<file path="src/pkg/rftx_pkg.sv">
// Shared constants for the transmit buffer and interrupt block
package rftx_pkg;
	localparam int BUF_DEPTH = 16;
	localparam int CNT_W = 5;
	localparam logic [1:0] OPM_TX = 2'h1;
	localparam logic [4:0] LVL_12 = 5'h0c;
	localparam logic [4:0] LVL_8 = 5'h08;
	localparam logic [4:0] LVL_4 = 5'h04;
	localparam logic [4:0] LVL_0 = 5'h00;
	localparam logic [1:0] IRQL_12 = 2'h0;
	localparam logic [1:0] IRQL_8 = 2'h1;
	localparam logic [1:0] IRQL_4 = 2'h2;
	localparam logic [1:0] IRQL_0 = 2'h3;
	localparam int FIFO_DEPTH = 4;
	localparam int FIFO_W = 8;
	localparam logic [2:0] BIT_MSB = 3'h7;
	localparam logic [15:0] BAUD_BASE = 16'h0008;
	typedef enum logic [2:0] {
		ST_IDLE = 3'b001,
		ST_START = 3'b010,
		ST_TX = 3'b100
	} rftx_state_t;
endpackage

</file>
<file path="src/hw/rftx_fifo.sv">
// Small valid/ready FIFO in front of the data buffer
`timescale 1ns/1ps
module rftx_fifo #(
	parameter int W = 8,
	parameter int D = 4
) (
	// Clock and reset
	input wire logic sys_clk,
	input wire logic arst_n,
	input wire logic clk_en,
	input wire logic flush,
	// Fill side
	input wire logic in_valid,
	output logic in_ready,
	input wire logic [W-1:0] in_data,
	// Drain side
	output logic out_valid,
	input wire logic out_ready,
	output logic [W-1:0] out_data
);
	localparam int AW = $clog2(D);
	logic [W-1:0] mem_q [D];
	logic [AW-1:0] wp_q, rp_q;
	logic [AW:0] cnt_q;
	logic push, pop;

	assign in_ready = (cnt_q != (AW+1)'(D));
	assign out_valid = (cnt_q != '0);
	assign out_data = mem_q[rp_q];
	assign push = in_valid && in_ready;
	assign pop = out_valid && out_ready;

	always_ff @(posedge sys_clk) begin
		if (clk_en && push) begin
			mem_q[wp_q] <= in_data;
		end
	end

	always_ff @(posedge sys_clk or negedge arst_n) begin
		if (!arst_n) begin
			wp_q <= '0;
			rp_q <= '0;
			cnt_q <= '0;
		end else if (clk_en) begin
			if (flush) begin
				wp_q <= '0;
				rp_q <= '0;
				cnt_q <= '0;
			end else begin
				if (push) begin
					wp_q <= (wp_q == AW'(D-1)) ? '0 : wp_q + 1'b1;
				end
				if (pop) begin
					rp_q <= (rp_q == AW'(D-1)) ? '0 : rp_q + 1'b1;
				end
				cnt_q <= cnt_q + (AW+1)'(push) - (AW+1)'(pop);
			end
		end
	end
endmodule

</file>
<file path="src/hw/rftx_sync.sv">
// Two-flop synchroniser for a pin level
`timescale 1ns/1ps
module rftx_sync (
	// Clock and reset
	input wire logic sys_clk,
	input wire logic arst_n,
	input wire logic clk_en,
	// Level
	input wire logic din,
	output logic dout
);
	logic meta_q;

	always_ff @(posedge sys_clk or negedge arst_n) begin
		if (!arst_n) begin
			meta_q <= 1'b0;
			dout <= 1'b0;
		end else if (clk_en) begin
			meta_q <= din;
			dout <= meta_q;
		end
	end
endmodule

</file>
<file path="src/hw/rftx_top.sv">
// Transmit buffer, bit serialiser and interrupt pin logic
//
// Behaviour
// - Mode bits high 0, low 1 select transmit
// - Bit rate from baud, lower limit, extend
// - Modulation select 1 is ASK, 0 FSK
// - NRZ pattern mode sends bit level directly
// - Manchester: 1 rises, 0 falls
// - Start-up with synth on until lock
// - Buffer writable in start-up and transmit
// - Auto send when active, MSB first
// - Pending count up on load, down on send
// - Interrupt at chosen level while counting down
// - Config writes in transmit flush buffer, count
// - Transparent mode modulates from serial pin
// - Interrupt pin high until cleared
// - Status changes interrupt; status read clears
// - Buffer or config write clears level interrupt
// - Receive level, error, bit check interrupt
// - Receive interrupts suppressed during buffer read
// - Sixteen-byte buffer, overflow overwrites oldest
`timescale 1ns/1ps
module rftx_top #(
	parameter int DEPTH = rftx_pkg::BUF_DEPTH
) (
	// Clock and reset
	input wire logic sys_clk,
	input wire logic arst_n,
	input wire logic clk_en,
	// Configuration
	input wire logic op_sel_high,
	input wire logic op_sel_low,
	input wire logic transparent_mode,
	input wire logic pattern_mode,
	input wire logic modulation_select,
	input wire logic range_extend_bit,
	input wire logic [5:0] lim_min,
	input wire logic [1:0] baud_range,
	input wire logic irq_level_high,
	input wire logic irq_level_low,
	input wire logic cfg_write,
	// Controller accesses
	input wire logic buf_wr_valid,
	output logic buf_wr_ready,
	input wire logic [7:0] buf_wr_data,
	input wire logic buf_reading,
	input wire logic status_read,
	input wire logic delete_irq,
	// Status and receive events
	input wire logic [1:0] state_status_bits,
	input wire logic power_on,
	input wire logic aux_power_on,
	input wire logic rx_mode,
	input wire logic rx_level_hit,
	input wire logic rx_error,
	input wire logic bit_check_ok,
	// Radio side
	input wire logic synth_lock,
	input wire logic serial_in_tx_direct,
	output logic synth_en,
	output logic rf_high,
	output logic rf_ask,
	output logic tx_active,
	// Readback and interrupt
	output logic [rftx_pkg::CNT_W-1:0] pending_count,
	output logic irq
);
	localparam int AW = $clog2(DEPTH);
	localparam int CW = rftx_pkg::CNT_W;

	rftx_pkg::rftx_state_t state_q, state_d;
	logic [7:0] buf_q [DEPTH];
	logic [AW-1:0] wp_q, rp_q;
	logic [CW-1:0] cnt_q;
	logic [7:0] shift_q;
	logic [2:0] bit_q;
	logic half_q, busy_q;
	logic [15:0] baud_q;
	logic [15:0] period;
	logic tick;
	logic tx_sel, flush, lock_s, pin_s;
	logic f_valid, f_ready;
	logic [7:0] f_data;
	logic load, take;
	logic [CW-1:0] level;
	logic [1:0] st_prev_q;
	logic pon_prev_q, aux_prev_q;
	logic stat_irq_q, tx_irq_q, rx_irq_q;
	logic stat_ev, tx_ev, rx_ev;
	logic [1:0] irq_code;

	assign tx_sel = !op_sel_high && op_sel_low && !rx_mode;
	assign flush = cfg_write && tx_sel;

	rftx_sync u_lock (
		.sys_clk(sys_clk),
		.arst_n(arst_n),
		.clk_en(clk_en),
		.din(synth_lock),
		.dout(lock_s)
	);

	rftx_sync u_pin (
		.sys_clk(sys_clk),
		.arst_n(arst_n),
		.clk_en(clk_en),
		.din(serial_in_tx_direct),
		.dout(pin_s)
	);

	// Front FIFO absorbs bursts from the serial port
	rftx_fifo #(
		.W(rftx_pkg::FIFO_W),
		.D(rftx_pkg::FIFO_DEPTH)
	) u_fifo (
		.sys_clk(sys_clk),
		.arst_n(arst_n),
		.clk_en(clk_en),
		.flush(flush),
		.in_valid(buf_wr_valid),
		.in_ready(buf_wr_ready),
		.in_data(buf_wr_data),
		.out_valid(f_valid),
		.out_ready(f_ready),
		.out_data(f_data)
	);

	// Loads only in start-up or transmit; stalls the FIFO otherwise
	assign f_ready = (state_q != rftx_pkg::ST_IDLE) && !transparent_mode
		&& !flush;
	assign load = f_valid && f_ready;

	always_comb begin
		state_d = state_q;
		case (state_q)
			rftx_pkg::ST_IDLE: begin
				if (tx_sel) begin
					state_d = rftx_pkg::ST_START;
				end
			end
			rftx_pkg::ST_START: begin
				if (!tx_sel) begin
					state_d = rftx_pkg::ST_IDLE;
				end else if (lock_s) begin
					state_d = rftx_pkg::ST_TX;
				end
			end
			rftx_pkg::ST_TX: begin
				if (!tx_sel) begin
					state_d = rftx_pkg::ST_IDLE;
				end
			end
			default: state_d = rftx_pkg::ST_IDLE;
		endcase
	end

	always_ff @(posedge sys_clk or negedge arst_n) begin
		if (!arst_n) begin
			state_q <= rftx_pkg::ST_IDLE;
		end else if (clk_en) begin
			state_q <= state_d;
		end
	end

	// Half-bit period; extend bit doubles it for the slowest rates
	assign period = ((rftx_pkg::BAUD_BASE << baud_range) + 16'(lim_min))
		<< range_extend_bit;
	assign tick = (baud_q == '0);

	always_ff @(posedge sys_clk or negedge arst_n) begin
		if (!arst_n) begin
			baud_q <= '0;
		end else if (clk_en) begin
			if (tick || !busy_q) begin
				baud_q <= period;
			end else begin
				baud_q <= baud_q - 1'b1;
			end
		end
	end

	// Next byte is taken when idle or at the end of the last bit
	assign take = (state_q == rftx_pkg::ST_TX) && !transparent_mode
		&& (cnt_q != '0) && !flush
		&& (!busy_q || (tick && half_q && bit_q == '0));

	always_ff @(posedge sys_clk) begin
		if (clk_en && load) begin
			buf_q[wp_q] <= f_data;
		end
	end

	always_ff @(posedge sys_clk or negedge arst_n) begin
		if (!arst_n) begin
			wp_q <= '0;
			rp_q <= '0;
			cnt_q <= '0;
		end else if (clk_en) begin
			if (flush) begin
				wp_q <= '0;
				rp_q <= '0;
				cnt_q <= '0;
			end else begin
				if (load) begin
					wp_q <= wp_q + 1'b1;
				end
				// Overflow overwrites: read pointer follows the writer
				if (take || (load && cnt_q == CW'(DEPTH))) begin
					rp_q <= rp_q + 1'b1;
				end
				if (load && !take && cnt_q != CW'(DEPTH)) begin
					cnt_q <= cnt_q + 1'b1;
				end else if (take && !load) begin
					cnt_q <= cnt_q - 1'b1;
				end
			end
		end
	end

	always_ff @(posedge sys_clk or negedge arst_n) begin
		if (!arst_n) begin
			shift_q <= '0;
			bit_q <= '0;
			half_q <= 1'b0;
			busy_q <= 1'b0;
		end else if (clk_en) begin
			if (flush || state_q != rftx_pkg::ST_TX) begin
				busy_q <= 1'b0;
			end else if (take) begin
				shift_q <= buf_q[rp_q];
				bit_q <= rftx_pkg::BIT_MSB;
				half_q <= 1'b0;
				busy_q <= 1'b1;
			end else if (busy_q && tick) begin
				half_q <= !half_q;
				if (half_q) begin
					if (bit_q == '0) begin
						busy_q <= 1'b0;
					end else begin
						shift_q <= {shift_q[6:0], 1'b0};
						bit_q <= bit_q - 1'b1;
					end
				end
			end
		end
	end

	always_ff @(posedge sys_clk or negedge arst_n) begin
		if (!arst_n) begin
			rf_high <= 1'b0;
			rf_ask <= 1'b0;
			synth_en <= 1'b0;
			tx_active <= 1'b0;
			pending_count <= '0;
		end else if (clk_en) begin
			synth_en <= (state_d != rftx_pkg::ST_IDLE);
			tx_active <= (state_d == rftx_pkg::ST_TX);
			rf_ask <= modulation_select;
			pending_count <= cnt_q;
			if (state_q != rftx_pkg::ST_TX) begin
				rf_high <= 1'b0;
			end else if (transparent_mode) begin
				rf_high <= pin_s;
			end else if (!busy_q) begin
				rf_high <= 1'b0;
			end else if (pattern_mode) begin
				rf_high <= shift_q[7];
			end else begin
				rf_high <= shift_q[7] ~^ half_q;
			end
		end
	end

	assign irq_code = {irq_level_high, irq_level_low};
	always_comb begin
		case (irq_code)
			rftx_pkg::IRQL_12: level = rftx_pkg::LVL_12;
			rftx_pkg::IRQL_8: level = rftx_pkg::LVL_8;
			rftx_pkg::IRQL_4: level = rftx_pkg::LVL_4;
			default: level = rftx_pkg::LVL_0;
		endcase
	end

	assign stat_ev = (state_status_bits != st_prev_q)
		|| (power_on && !pon_prev_q) || (aux_power_on && !aux_prev_q);
	assign tx_ev = take && !load && !transparent_mode
		&& (cnt_q - 1'b1 == level);
	assign rx_ev = rx_mode && !buf_reading
		&& (rx_level_hit || rx_error || (bit_check_ok && !pattern_mode));

	// Set wins over a same-cycle clear so no event is lost
	always_ff @(posedge sys_clk or negedge arst_n) begin
		if (!arst_n) begin
			st_prev_q <= '0;
			pon_prev_q <= 1'b0;
			aux_prev_q <= 1'b0;
			stat_irq_q <= 1'b0;
			tx_irq_q <= 1'b0;
			rx_irq_q <= 1'b0;
			irq <= 1'b0;
		end else if (clk_en) begin
			st_prev_q <= state_status_bits;
			pon_prev_q <= power_on;
			aux_prev_q <= aux_power_on;
			if (stat_ev) begin
				stat_irq_q <= 1'b1;
			end else if (status_read || delete_irq) begin
				stat_irq_q <= 1'b0;
			end
			if (tx_ev) begin
				tx_irq_q <= 1'b1;
			end else if (load || cfg_write || delete_irq) begin
				tx_irq_q <= 1'b0;
			end
			if (rx_ev) begin
				rx_irq_q <= 1'b1;
			end else if (cfg_write || delete_irq) begin
				rx_irq_q <= 1'b0;
			end
			irq <= stat_irq_q || tx_irq_q || rx_irq_q;
		end
	end
endmodule

</file>
<file path="config.mk">
export PLATFORM = sky130hd
export DESIGN_NAME = rftx_top
export DESIGN_NICKNAME = d
export VERILOG_FILES = /design/src/pkg/rftx_pkg.sv /design/src/hw/rftx_fifo.sv /design/src/hw/rftx_sync.sv /design/src/hw/rftx_top.sv
export SDC_FILE = /design/constraint.sdc
export NUM_CORES = 1
export LEC_CHECK = 0
export BUFFER_PORTS_ARGS = -buffer_cell sky130_fd_sc_hd__buf_4
export CAP_MARGIN = 10
export CORE_MARGIN = 3
export CORE_UTILIZATION = 45
export CTS_CLUSTER_SIZE = 20
export DETAILED_ROUTE_END_ITERATION = 10
export GPL_ROUTABILITY_DRIVEN = 0
export GPL_TIMING_DRIVEN = 0
export SETUP_SLACK_MARGIN = 0.5
export SKIP_LAST_GASP = 1
export SLEW_MARGIN = 20
export SYNTH_ARGS = -nofsm -noshare
export SYNTH_HDL_FRONTEND = slang
export SYNTH_HIERARCHICAL = 1
export SYNTH_SLANG_ARGS = --single-unit
</file>
<file path="constraint.sdc">
create_clock -name sys_clk -period 2.51 [get_ports sys_clk]
set_input_delay 0.502 -clock sys_clk [delete_from_list [all_inputs] [get_ports sys_clk]]
set_output_delay 0.502 -clock sys_clk [all_outputs]
set_load 0.02 [all_outputs]
</file>
==> results of run 1 <==
[layer usage]
layer  vias to the layer above  part of all wire [%]  routed length [um]  global-route usage, %
met5                         -                     0                   0                      0
li1                       3142                     -                   -                      -
met1                      3580                    41               10500                  25.67
met3                        41                   5.5                1403                  3.035
met4                         0                   2.2                 566                  5.247
met2                       232                    51               13100                  33.23
[cell type report]
type                       instances  area share [%]
tap                              313           2.834
clock inverter                    17          0.7696
inverter                          36          0.9778
buffer                            35           2.173
timing repair buffer             129           9.135
multi-input combinational        426           31.11
sequential                       233           48.04
clock buffer                      30           4.962
[critical path, cell delays in order, from the launching register on]
cell and delay, ps:
sky130_fd_sc_hd__dfstp_2 550, sky130_fd_sc_hd__or3b_4 410, sky130_fd_sc_hd__nand2_4 80, sky130_fd_sc_hd__nor2_2 50, sky130_fd_sc_hd__o31a_2 130, sky130_fd_sc_hd__ha_4 220, sky130_fd_sc_hd__inv_2 60, sky130_fd_sc_hd__ha_4 110
sky130_fd_sc_hd__inv_2 30, sky130_fd_sc_hd__fa_2 340, sky130_fd_sc_hd__xor2_2 160, sky130_fd_sc_hd__o21ai_1 80, sky130_fd_sc_hd__a22o_1 230
[power groups by stage]
stage / Combinational, W / Clock [W] / Sequential [W]
detailed placement: 0.00267 / 0 / 0.00495
CTS: 0.00328 / 0.00358 / 0.00484
floorplan: 0.00183 / 0 / 0.00493
global route: 0.00383 / 0.00376 / 0.00486
finish: 0.00355 / 0.00350 / 0.00484
global placement: 0.00258 / 0 / 0.00492
[per-stage QoR]
step	util [%]	setup slack (ps)	total power [W]	area, sq um
after floorplan	-	24.69	0.006767	10810
after global placement	50.39	-503.1	0.007502	11580
after detailed placement	50.39	-516.2	0.007613	11580
after CTS	58.02	-36.71	0.01170	13340
after global routing	60.13	-122.0	0.01245	13820
final	60.13	-52.36	0.01189	13820
[flip-flops by register name, indices dropped and copies added (netlist names), 4 cells and up]
signal / count
pending_count: 5
shift_q: 8
u_fifo/mem_q: 32
rp_q: 4
buf_q: 128
baud_q: 16
cnt_q: 5
wp_q: 4
[cells in the final DEF, fill, tap and decap left out, types with 6 or more instances in the layout]
cell	instances
sky130_fd_sc_hd__mux4_2	48
sky130_fd_sc_hd__and2_4	9
sky130_fd_sc_hd__inv_1	28
sky130_fd_sc_hd__nor2_2	7
sky130_fd_sc_hd__buf_6	25
sky130_fd_sc_hd__clkbuf_8	6
sky130_fd_sc_hd__mux2_2	14
sky130_fd_sc_hd__nand2_1	31
sky130_fd_sc_hd__a21oi_1	19
sky130_fd_sc_hd__nand3_1	8
sky130_fd_sc_hd__nor3_1	8
sky130_fd_sc_hd__nand2_2	8
sky130_fd_sc_hd__o21ai_2	11
sky130_fd_sc_hd__dfrtp_1	67
sky130_fd_sc_hd__o21ai_0	20
sky130_fd_sc_hd__ha_1	17
sky130_fd_sc_hd__mux2i_1	8
sky130_fd_sc_hd__nand2b_1	9
sky130_fd_sc_hd__buf_4	93
sky130_fd_sc_hd__inv_2	7
sky130_fd_sc_hd__nor2_1	24
sky130_fd_sc_hd__a22o_1	8
sky130_fd_sc_hd__o21ai_1	20
sky130_fd_sc_hd__nor2b_1	8
sky130_fd_sc_hd__nor2_4	7
sky130_fd_sc_hd__clkbuf_1	15
sky130_fd_sc_hd__clkbuf_16	27
sky130_fd_sc_hd__edfxtp_1	160
sky130_fd_sc_hd__buf_12	15
sky130_fd_sc_hd__clkinv_1	13
[kinds of logic after synthesis]
| kind of cell | share of synthesized area [%] |
|---|---|
| AOI/OAI and AO/OA | 8.874 |
| xor gates and xnor gates | 0.8217 |
| adders and majority gates | 3.076 |
| buffers and inverters | 2.923 |
| DFF | 62.23 |
| muxes | 12.57 |
| and+or+nand+nor | 9.508 |
[worst paths after layout]
check,to,slack [ps],cells past startpoint
max,u_fifo/cnt_q[2],-50,12
min,u_pin/meta_q,110,1
max reg2reg,u_fifo/cnt_q[2],-50,12
min reg2reg,bit_q[0],490,1
max in group asynchronous,state_q[2],1680,1
min in group sys_clk,rx_irq_q,160,2
[timing repair]
action / CTS / global route
setup endpoints to repair: 169 / 174
pin swaps: 33 / 32
cloned: 6 / 1
setup buffers: 48 / 23
resized for setup: 112 / 86
==> implementation parameters, run 1 <==
Parameter                              Value

Status
  Run status    finished, violations left
  Failing checks    negative setup slack

Timing
  Max Fclk    around 390 MHz
  Final Hold Fails    0
  Sum of negative setup slack    -96.42 ps
  Worst Slack Setup Final    -52.36 ps
  Period utilization    102.1%
  Max_slew headroom    a little over a third
  Fin Clk Skew    10.80 ps
  Minimum clock period after layout    between 2000 and 3000 ps
  # setup viols final    2
  Unrepaired setup endpoints after global routing    yes
  Number of slew-limit violations in the final report    0
  Final hold slack    roughly 110 ps
  Transition time of the tightest slew-check pin    between 900 and 1000 ps

Logic synthesis
  Synthesized cell area    about 0.011 sq mm
  Cell type contributing the most total cell area after synthesis    sky130_fd_sc_hd__edfxtp_1
  Leading post-synthesis cells by cell area    sky130_fd_sc_hd__edfxtp_1, sky130_fd_sc_hd__dfrtp_1, sky130_fd_sc_hd__mux4_2, sky130_fd_sc_hd__ha_1, sky130_fd_sc_hd__o21ai_0
  Number of storage elements in the synthesis netlist    ~230
  Sequential share of the synthesized area    62.23%
  Cell with the most instances after synthesis    sky130_fd_sc_hd__edfxtp_1
  Post-Syn Area per Cell    roughly 15 sq um
  Synth Flop Type    sky130_fd_sc_hd__edfxtp_1
  Count of flip-flops with a built-in enable after synthesis    160
  Number of instances in the synthesized netlist    between 700 and 800
  Share of Yosys cell area claimed by the top area cell type    45.08%
  Top cells by instance count after synthesis    sky130_fd_sc_hd__edfxtp_1, sky130_fd_sc_hd__dfrtp_1, sky130_fd_sc_hd__o21ai_0
  Number of library cell types mapped by synthesis    80
  Ys Warns    6
  Post-synthesis async set-or-reset flop share    a little under a third
  Synthesized netlist net count    between 700 and 800

Finish
  Layout-stage area growth over the synthesis result    29.65%
  Share of cells above drive strength 1    between 40% and 50%
  Multi-input gate area in the final layout    between 0.004 and 0.005 sq mm
  Non-Filler Instances    ~1.2k
  Ant diodes    0
  Register area    about 0.0066 sq mm
  Number of fillers in the final layout    about 1.8k
  Final-stage net count    around 950

Floorplan
  DIE HEIGHT    159.9 um
  # IOs    53
  Die footprint    between 0.02 and 0.03 sq mm
  Total number of placement rows    between 50 and 60
  Initial core utilization    between 40% and 50%
  Die extent in x    between 150 and 200 um
  Core Box Area    between 0.02 and 0.025 sq mm

Pwr
  Net switching power of the design    roughly 0.0035 W
  Switching share of total power    29.04%
  Part of the power in combinational logic    about 30%
  Internal Power    0.008439 W
  Power share of the clock group    between 20% and 30%
  Reg power frac    40.7%
  Max VDD drop    roughly 0.63 mV
  Leakage power of the design    5.117 nW
  Power per standard cell area    860.6 mW/mm^2

Setup path
  Crit Reg-Reg Startpoint    state_q[0]
  Category of the worst setup path capture point    register
  Critical path startpoint    state_q[0]
  Required @ worst endpoint    a little under 3000 ps
  Critical path peak fanout    3
  Category of the critical setup timing path    register to register
  Worst Setup Start Kind    register
  Endpoint arrival time on the critical path    between 2000 and 3000 ps

Run
  # Max-Cap Violations    0

Placement
  Post-detail-place hpwl    between 15 and 20 mm
  Number of instances in the placed design    between 1k and 1.5k
  Number of buffer cells added on primary ports    between 50 and 60

Clock network
  H-tree levels    1
  Clock Path Buffers    3
  Hold Buf Count CTS    0
  Post-CTS clock slew at the launch and capture registers of the worst setup and hold paths    roughly 60 ps
  # clock sinks    roughly 230
  Clock latency on the worst-skew pair    about 530 ps
  TritonCTS clock tree    built
  TritonCTS Buffers    26
  Cell chosen for the clock root    sky130_fd_sc_hd__clkbuf_16

Global route
  Overall Global Routing Usage    between 15 and 20%
  Number of antenna violations at the first check in global routing    0
  First-pass GRT wire length    39.05 mm
  Largest net degree at the start of global routing    74
  Total global routing overflow    0
  Number of global-route vias before repair    7066

Detailed routing
  Number of violations reported at the end of detailed-routing iteration 0    between 500 and 600
  DRC violation count after routing    0
  Total Routed Length    around 26 mm
  Antenna-violating nets left    0
  Vias post-DR    approximately 7.0k
  Drt via density    approximately 5.7
  Average wire per cell in the routed design    between 20 and 25 um
  Number of iterations in the first detailed-routing pass    5

Min path
  Class of the tightest hold or removal check    primary input to asynchronous set/reset pin
Power figures use the tool's default switching activity.
==> inputs of run 2 (changes only) <==
CORE_ASPECT_RATIO = 0.7   (was not set)
CTS_BUF_LIST = sky130_fd_sc_hd__clkbuf_4 sky130_fd_sc_hd__clkbuf_8   (was not set)
clock period = 2.26 ns   (was 2.51 ns; I/O delays follow)
==> run 2 against run 1 <==
Effect of this change:
- the run still ends with negative setup slack left
- setup slack lost 210 ps
- first-iteration DRC count grew 61%
- non-clock buffer count grew 5
- clock power grew 2%
==> implementation parameters, run 2 (same netlist as run 1, synthesis figures left out) <==
Parameter                              Value

Pwr
  Switching share of total power    between 30 and 40%
  Power per standard cell area    925.2 mW/mm^2
  Reg power frac    between 40% and 50%
  Net switching power of the design    about 0.0039 W
  Part of the power in combinational logic    a little under a third
  Leakage power of the design    5.153 nW
  Power share of the clock group    27.9%
  Internal Power    around 0.0089 W
  Max VDD drop    0.6024 mV
  Overall power    about 0.013 W

Detailed routing
  Antenna-violating nets left    0
  Average wire per cell in the routed design    22.73 um
  DRC violation count after routing    0
  Number of iterations in the first detailed-routing pass    5
  Total Routed Length    approximately 28 mm
  Number of violations reported at the end of detailed-routing iteration 0    between 800 and 900
  Drt via density    around 5.8
  Vias post-DR    between 7k and 8k

Placement
  Worst slack at placement    -594.5 ps
  Number of buffer cells added on primary ports    51
  Post-detail-place hpwl    16.78 mm

Global route
  First-pass GRT wire length    between 40 and 50 mm
  Overall Global Routing Usage    roughly a fifth
  Number of global-route vias before repair    roughly 7.3k
  Largest net degree at the start of global routing    74
  Number of antenna violations at the first check in global routing    0
  Total global routing overflow    0

Clock network
  Clock latency on the worst-skew pair    560 ps
  H-tree levels    2
  Cell chosen for the clock root    sky130_fd_sc_hd__clkbuf_8
  Clock Path Buffers    3
  # clock sinks    about 230
  Hold Buf Count CTS    0
  TritonCTS Buffers    37
  Post-CTS clock slew at the launch and capture registers of the worst setup and hold paths    approximately 70 ps
  TritonCTS clock tree    built

Setup path
  Max incr delay on CP    around 550 ps
  List of cells traversed by the critical path    or3b_4 -> nand2_4 -> nor2_2 -> o31a_2 -> ha_4 -> inv_2 -> ha_4 -> inv_2 -> fa_2 -> nor2_1 -> mux2_4
  Required @ worst endpoint    2710 ps
  Category of the critical setup timing path    register to register
  Category of the worst setup path capture point    register
  Critical Path Slowest Stage Cell    sky130_fd_sc_hd__dfstp_2
  Worst Setup Start Kind    register
  Critical path peak fanout    2
  Endpoint arrival time on the critical path    2970 ps

Min path
  Class of the tightest hold or removal check    primary input to asynchronous set/reset pin

Finish
  Top Registers    buf_q: 128 flops, u_fifo/mem_q: 32 flops, baud_q: 16 flops
  Layout-stage area growth over the synthesis result    30.20%
  Ant diodes    0
  Final-stage net count    974
  Number of fillers in the final layout    1731
  Top library cells by usage in the layout, fill and taps aside    sky130_fd_sc_hd__edfxtp_1, sky130_fd_sc_hd__buf_4, sky130_fd_sc_hd__dfrtp_1
  Biggest register    buf_q
  Post-Route Utilization    60.43%
  Number of flip-flops under the largest register name    between 100 and 150
  Most common cell after layout, fill and taps aside    sky130_fd_sc_hd__edfxtp_1
  Share of cells above drive strength 1    a little over two fifths

Timing
  Number of slew-limit violations in the final report    0
  Max_slew headroom    between 30 and 40%
  Period utilization    111.8%
  Unrepaired setup endpoints after global routing    yes
  Max Fclk    395.9 MHz
  # setup viols final    4
  Worst Slack Setup Final    -265.8 ps
  Final Hold Fails    0
  Transition time of the tightest slew-check pin    between 900 and 1000 ps
  Fin Clk Skew    roughly 25 ps
  Minimum clock period after layout    between 2000 and 3000 ps

Floorplan
  Die extent in x    approximately 190 um
  Core Box Area    ~0.023 sq mm
  Die footprint    roughly 0.026 sq mm
  DIE HEIGHT    approximately 130 um
  Total number of placement rows    46
  Initial core utilization    46.41%
  # IOs    53

Run
  # Max-Cap Violations    0

Status
  Run status    finished, violations left
  Failing checks    negative setup slack
==> run 2: power groups by stage <==
| stage | Combinational (W) | Clock, W | Sequential (W) |
|---|---|---|---|
| 2_1_floorplan | 0.00211 | 0 | 0.00548 |
| 3_3_place_gp | 0.00292 | 0 | 0.00547 |
| 3_5_place_dp | 0.00303 | 0 | 0.00549 |
| 4_1_cts | 0.00354 | 0.00369 | 0.00536 |
| 5_1_grt | 0.00417 | 0.00391 | 0.00543 |
| 6_report | 0.00387 | 0.00358 | 0.00539 |
==> run 2: layer usage <==
layer	vias up	wire [um]	GRT usage, %
met5	-	0	0
met3	33	2394	5.371
li1	3210	-	-
met1	3735	13340	31.60
met4	0	357	5.375
met2	262	12270	31.08
==> run 2: worst paths after layout <==
path	start	slack (ps)	depth (start not counted)	to
worst max-delay path	state_q[0]	-270	11	u_fifo/cnt_q[1]
worst min-delay path	arst_n	40	1	u_lock/meta_q
worst max register to register	state_q[0]	-270	11	u_fifo/cnt_q[1]
worst min register to register	stat_irq_q	490	2	stat_irq_q
max in group asynchronous	arst_n	1490	1	state_q[1]
min in group sys_clk	buf_reading	90	2	rx_irq_q
==> run 2: cell type report <==
| class | instances | area [sq um] | area share, % |
|---|---|---|---|
| Sequential cell | 233 | 6638 | 47.83 |
| Multi-Input combinational cell | 430 | 4434 | 31.95 |
| Timing Repair Buffer | 134 | 1250 | 9.007 |
| Clock buffer | 55 | 669.4 | 4.823 |
| Tap cell | 312 | 390.4 | 2.813 |
| Buffer | 35 | 299.0 | 2.155 |
| Inverter | 36 | 135.1 | 0.9737 |
| Clock inverter | 13 | 62.56 | 0.4508 |
==> run 2: worst max-delay path, delay by kind of cell (launching register included) <==
family	cells	cell delay, ps
flops	1	550
buf+inv	2	90
fa+ha+maj	3	840
simple gates	4	560
compound gates	1	130
mux	1	260
==> run 2: through the flow <==
| stage | std cells | setup TNS, ps | instance area (sq um) | hold slack (ps) |
|---|---|---|---|---|
| global route | 1248 | -920.2 | 13880 | 53.71 |
| CTS | 1218 | -455.4 | 13320 | 48.11 |
| detailed placement | 1093 | -28560 | 11790 | 463.1 |
| global placement | 1093 | -26740 | 11790 | 461.0 |
| floorplan | 730 | -390.3 | 11020 | 156.4 |
| finish | 1248 | -534.0 | 13880 | 39.12 |
==> run 2: timing repair <==
| item | 4_1_cts | 5_1_grt |
|---|---|---|
| setup buffers | 53 | 26 |
| pin swaps | 37 | 43 |
| gates resized for setup | 85 | 63 |
| setup endpoints to repair | 240 | 307 |
| cloned | 4 | 4 |
==> inputs of run 3 (changes only) <==
clock period = 2.55 ns   (was 2.26 ns; I/O delays follow)
==> run 3 against run 2 <==
Effect of this change:
- the run still ends with negative setup slack left
- final cell count shrank 1.3%
- sequential share of layout area is 0.67 points higher
- sequential power shrank 12%
- setup slack improved by 240 ps
- register-to-register slack improved by 240 ps
- combinational power shrank 16%
- die area unchanged
- core utilization shrank 0.83 points
- fmax is 1.8% lower
- critical path depth did not move
- critical endpoint unchanged
- via count fell by 2.7%
- clock skew increased by 1.9 ps
==> implementation parameters, run 3 (same netlist as run 1, synthesis figures left out) <==
Parameter                              Value

Status
  Run status    finished, violations left
  Failing checks    negative setup slack

Detailed routing
  Number of violations reported at the end of detailed-routing iteration 0    454
  Drt via density    around 5.7
  Total Routed Length    around 27 mm
  Vias post-DR    roughly 7k
  Average wire per cell in the routed design    21.92 um
  DRC violation count after routing    0
  Number of iterations in the first detailed-routing pass    5
  Antenna-violating nets left    0

Global route
  Overall Global Routing Usage    20.92%
  First-pass GRT wire length    between 40 and 50 mm
  Number of global-route vias before repair    7288
  Total global routing overflow    0
  Largest net degree at the start of global routing    between 70 and 80
  Number of antenna violations at the first check in global routing    0

Finish
  Layout-stage area growth over the synthesis result    28.41%
  Share of cells above drive strength 1    between 40% and 50%
  Top Registers    buf_q: 128 flops, u_fifo/mem_q: 32 flops, baud_q: 16 flops
  Post-Route Utilization    slightly below 60%
  Register area    0.006638 sq mm
  Number of flip-flops under the largest register name    128
  Final-stage net count    between 900 and 1k
  Number of fillers in the final layout    ~1.7k
  Most common cell after layout, fill and taps aside    sky130_fd_sc_hd__edfxtp_1
  Biggest register    buf_q
  Top library cells by usage in the layout, fill and taps aside    sky130_fd_sc_hd__edfxtp_1, sky130_fd_sc_hd__buf_4, sky130_fd_sc_hd__dfrtp_1
  Ant diodes    0
  Multi-input gate area in the final layout    approximately 0.0043 sq mm

Timing
  Final Hold Fails    0
  Fin Clk Skew    ~27 ps
  Number of slew-limit violations in the final report    0
  Unrepaired setup endpoints after global routing    yes
  Period utilization    100.8%
  Transition time of the tightest slew-check pin    between 900 and 1000 ps
  Worst Slack Setup Final    -21.23 ps
  Final hold slack    137.9 ps
  # setup viols final    1
  Max_slew headroom    between 30 and 40%
  Max Fclk    a little under 400 MHz
  Minimum clock period after layout    roughly 2600 ps

Setup path
  List of cells traversed by the critical path    or3b_4 -> nand2_4 -> nor2_4 -> o31a_2 -> ha_4 -> inv_4 -> ha_4 -> inv_2 -> fa_2 -> nor2_1 -> mux2_4
  Most frequent cell on the critical path    sky130_fd_sc_hd__ha_4
  Buf/Inv on CP    2
  Max incr delay on CP    around 540 ps
  Critical path peak fanout    3
  Category of the worst setup path capture point    register
  Endpoint arrival time on the critical path    slightly below 3000 ps
  Critical Path Slowest Stage Cell    sky130_fd_sc_hd__dfstp_2
  Worst Setup Start Kind    register
  Family of cells with the greatest summed delay on the critical path    adder cells
  Required @ worst endpoint    2950 ps
  Category of the critical setup timing path    register to register

Floorplan
  Total number of placement rows    46
  Initial core utilization    between 40% and 50%
  Die extent in x    190.0 um
  # IOs    53
  Die footprint    0.02560 sq mm
  DIE HEIGHT    roughly 130 um
  Core Box Area    0.02296 sq mm

Clock network
  Clock latency on the worst-skew pair    approximately 530 ps
  # clock sinks    about 230
  Cell chosen for the clock root    sky130_fd_sc_hd__clkbuf_8
  H-tree levels    2
  Post-CTS clock slew at the launch and capture registers of the worst setup and hold paths    about 60 ps
  TritonCTS Buffers    38
  Clock Path Buffers    3
  TritonCTS clock tree    built

Pwr
  Power per standard cell area    807.8 mW/mm^2
  Leakage power of the design    ~5.1 nW
  Max VDD drop    0.4454 mV

Placement
  Worst slack at placement    -500.2 ps
  Post-detail-place hpwl    ~16 mm
  Number of buffer cells added on primary ports    about 50

Run
  # Max-Cap Violations    0

Min path
  Class of the tightest hold or removal check    primary input to asynchronous set/reset pin
==> run 3: cell count changes in the layout (fill, tap and decap cells not counted), sizes merged <==
cell	change
buf	-6
inv	-2
clkbuf	-7
clkinv	+2
clkinvlp	+1
mux4	-4
==> run 3: repair_timing <==
item,CTS,global route
buffers inserted,48,22
gates cloned,4,2
gates resized for setup,118,92
endpoints found under the setup margin,169,175
hold buffers,0,0
pin swaps,33,42
==> run 3: routing by layer <==
metal / up-vias / GRT usage (%) / share of wire, % / wire length [um]
met4: 0 / 6.196 / 2.2 / 604
met2: 239 / 30.58 / 45 / 12280
met1: 3595 / 30.45 / 45 / 12180
met3: 64 / 6.383 / 7.2 / 1949
met5: - / 0 / 0 / 0
li1: 3149 / - / - / -
==> run 3: final timing paths <==
check	startpoint	endpoint	slack (ps)	cells past startpoint
min reg2reg	rx_irq_q	rx_irq_q	480	2
max reg2reg	state_q[0]	u_fifo/cnt_q[1]	-20	11
min in group sys_clk	buf_reading	rx_irq_q	170	2
min	arst_n	u_fifo/cnt_q[0]	140	1
max in group asynchronous	arst_n	state_q[1]	1740	1
max	state_q[0]	u_fifo/cnt_q[1]	-20	11
==> run 3: cell type report <==
cell class                 count  share of cell area (%)
clock buffer                  49                   4.607
sequential                   233                   48.50
timing repair buffer         127                   8.703
buffer                        35                   2.176
inverter                      36                   1.006
multi-input combinational    426                   31.72
tap                          312                   2.852
clock inverter                14                  0.4388
==> run 3: worst reg2reg max path, cell delays in order (launching register included) <==
cell and delay, ps:
sky130_fd_sc_hd__dfstp_2 540, sky130_fd_sc_hd__or3b_4 410, sky130_fd_sc_hd__nand2_4 90, sky130_fd_sc_hd__nor2_4 40, sky130_fd_sc_hd__o31a_2 140, sky130_fd_sc_hd__ha_4 230
sky130_fd_sc_hd__inv_4 50, sky130_fd_sc_hd__ha_4 110, sky130_fd_sc_hd__inv_2 30, sky130_fd_sc_hd__fa_2 510, sky130_fd_sc_hd__nor2_1 40, sky130_fd_sc_hd__mux2_4 270
==> run 3: report_power, final <==
part	switching [W]	total, W	internal, W
Sequential	0.000186	0.00477	0.00458
Combinational	0.00172	0.00324	0.00152
Clock	0.00144	0.00304	0.00160
Total	0.00335	0.0111	0.00770
==> run 3: stage by stage <==
step           area [sq um]  instances  setup TNS [ps]  power, W
2_1_floorplan         10770        730               0  0.006633
3_3_place_gp          11550       1093          -41090  0.007327
3_5_place_dp          11570       1093          -44880  0.007447
4_1_cts               13170       1208               0   0.01094
5_1_grt               13690       1232          -138.3   0.01162
6_report              13690       1232          -21.23   0.01106
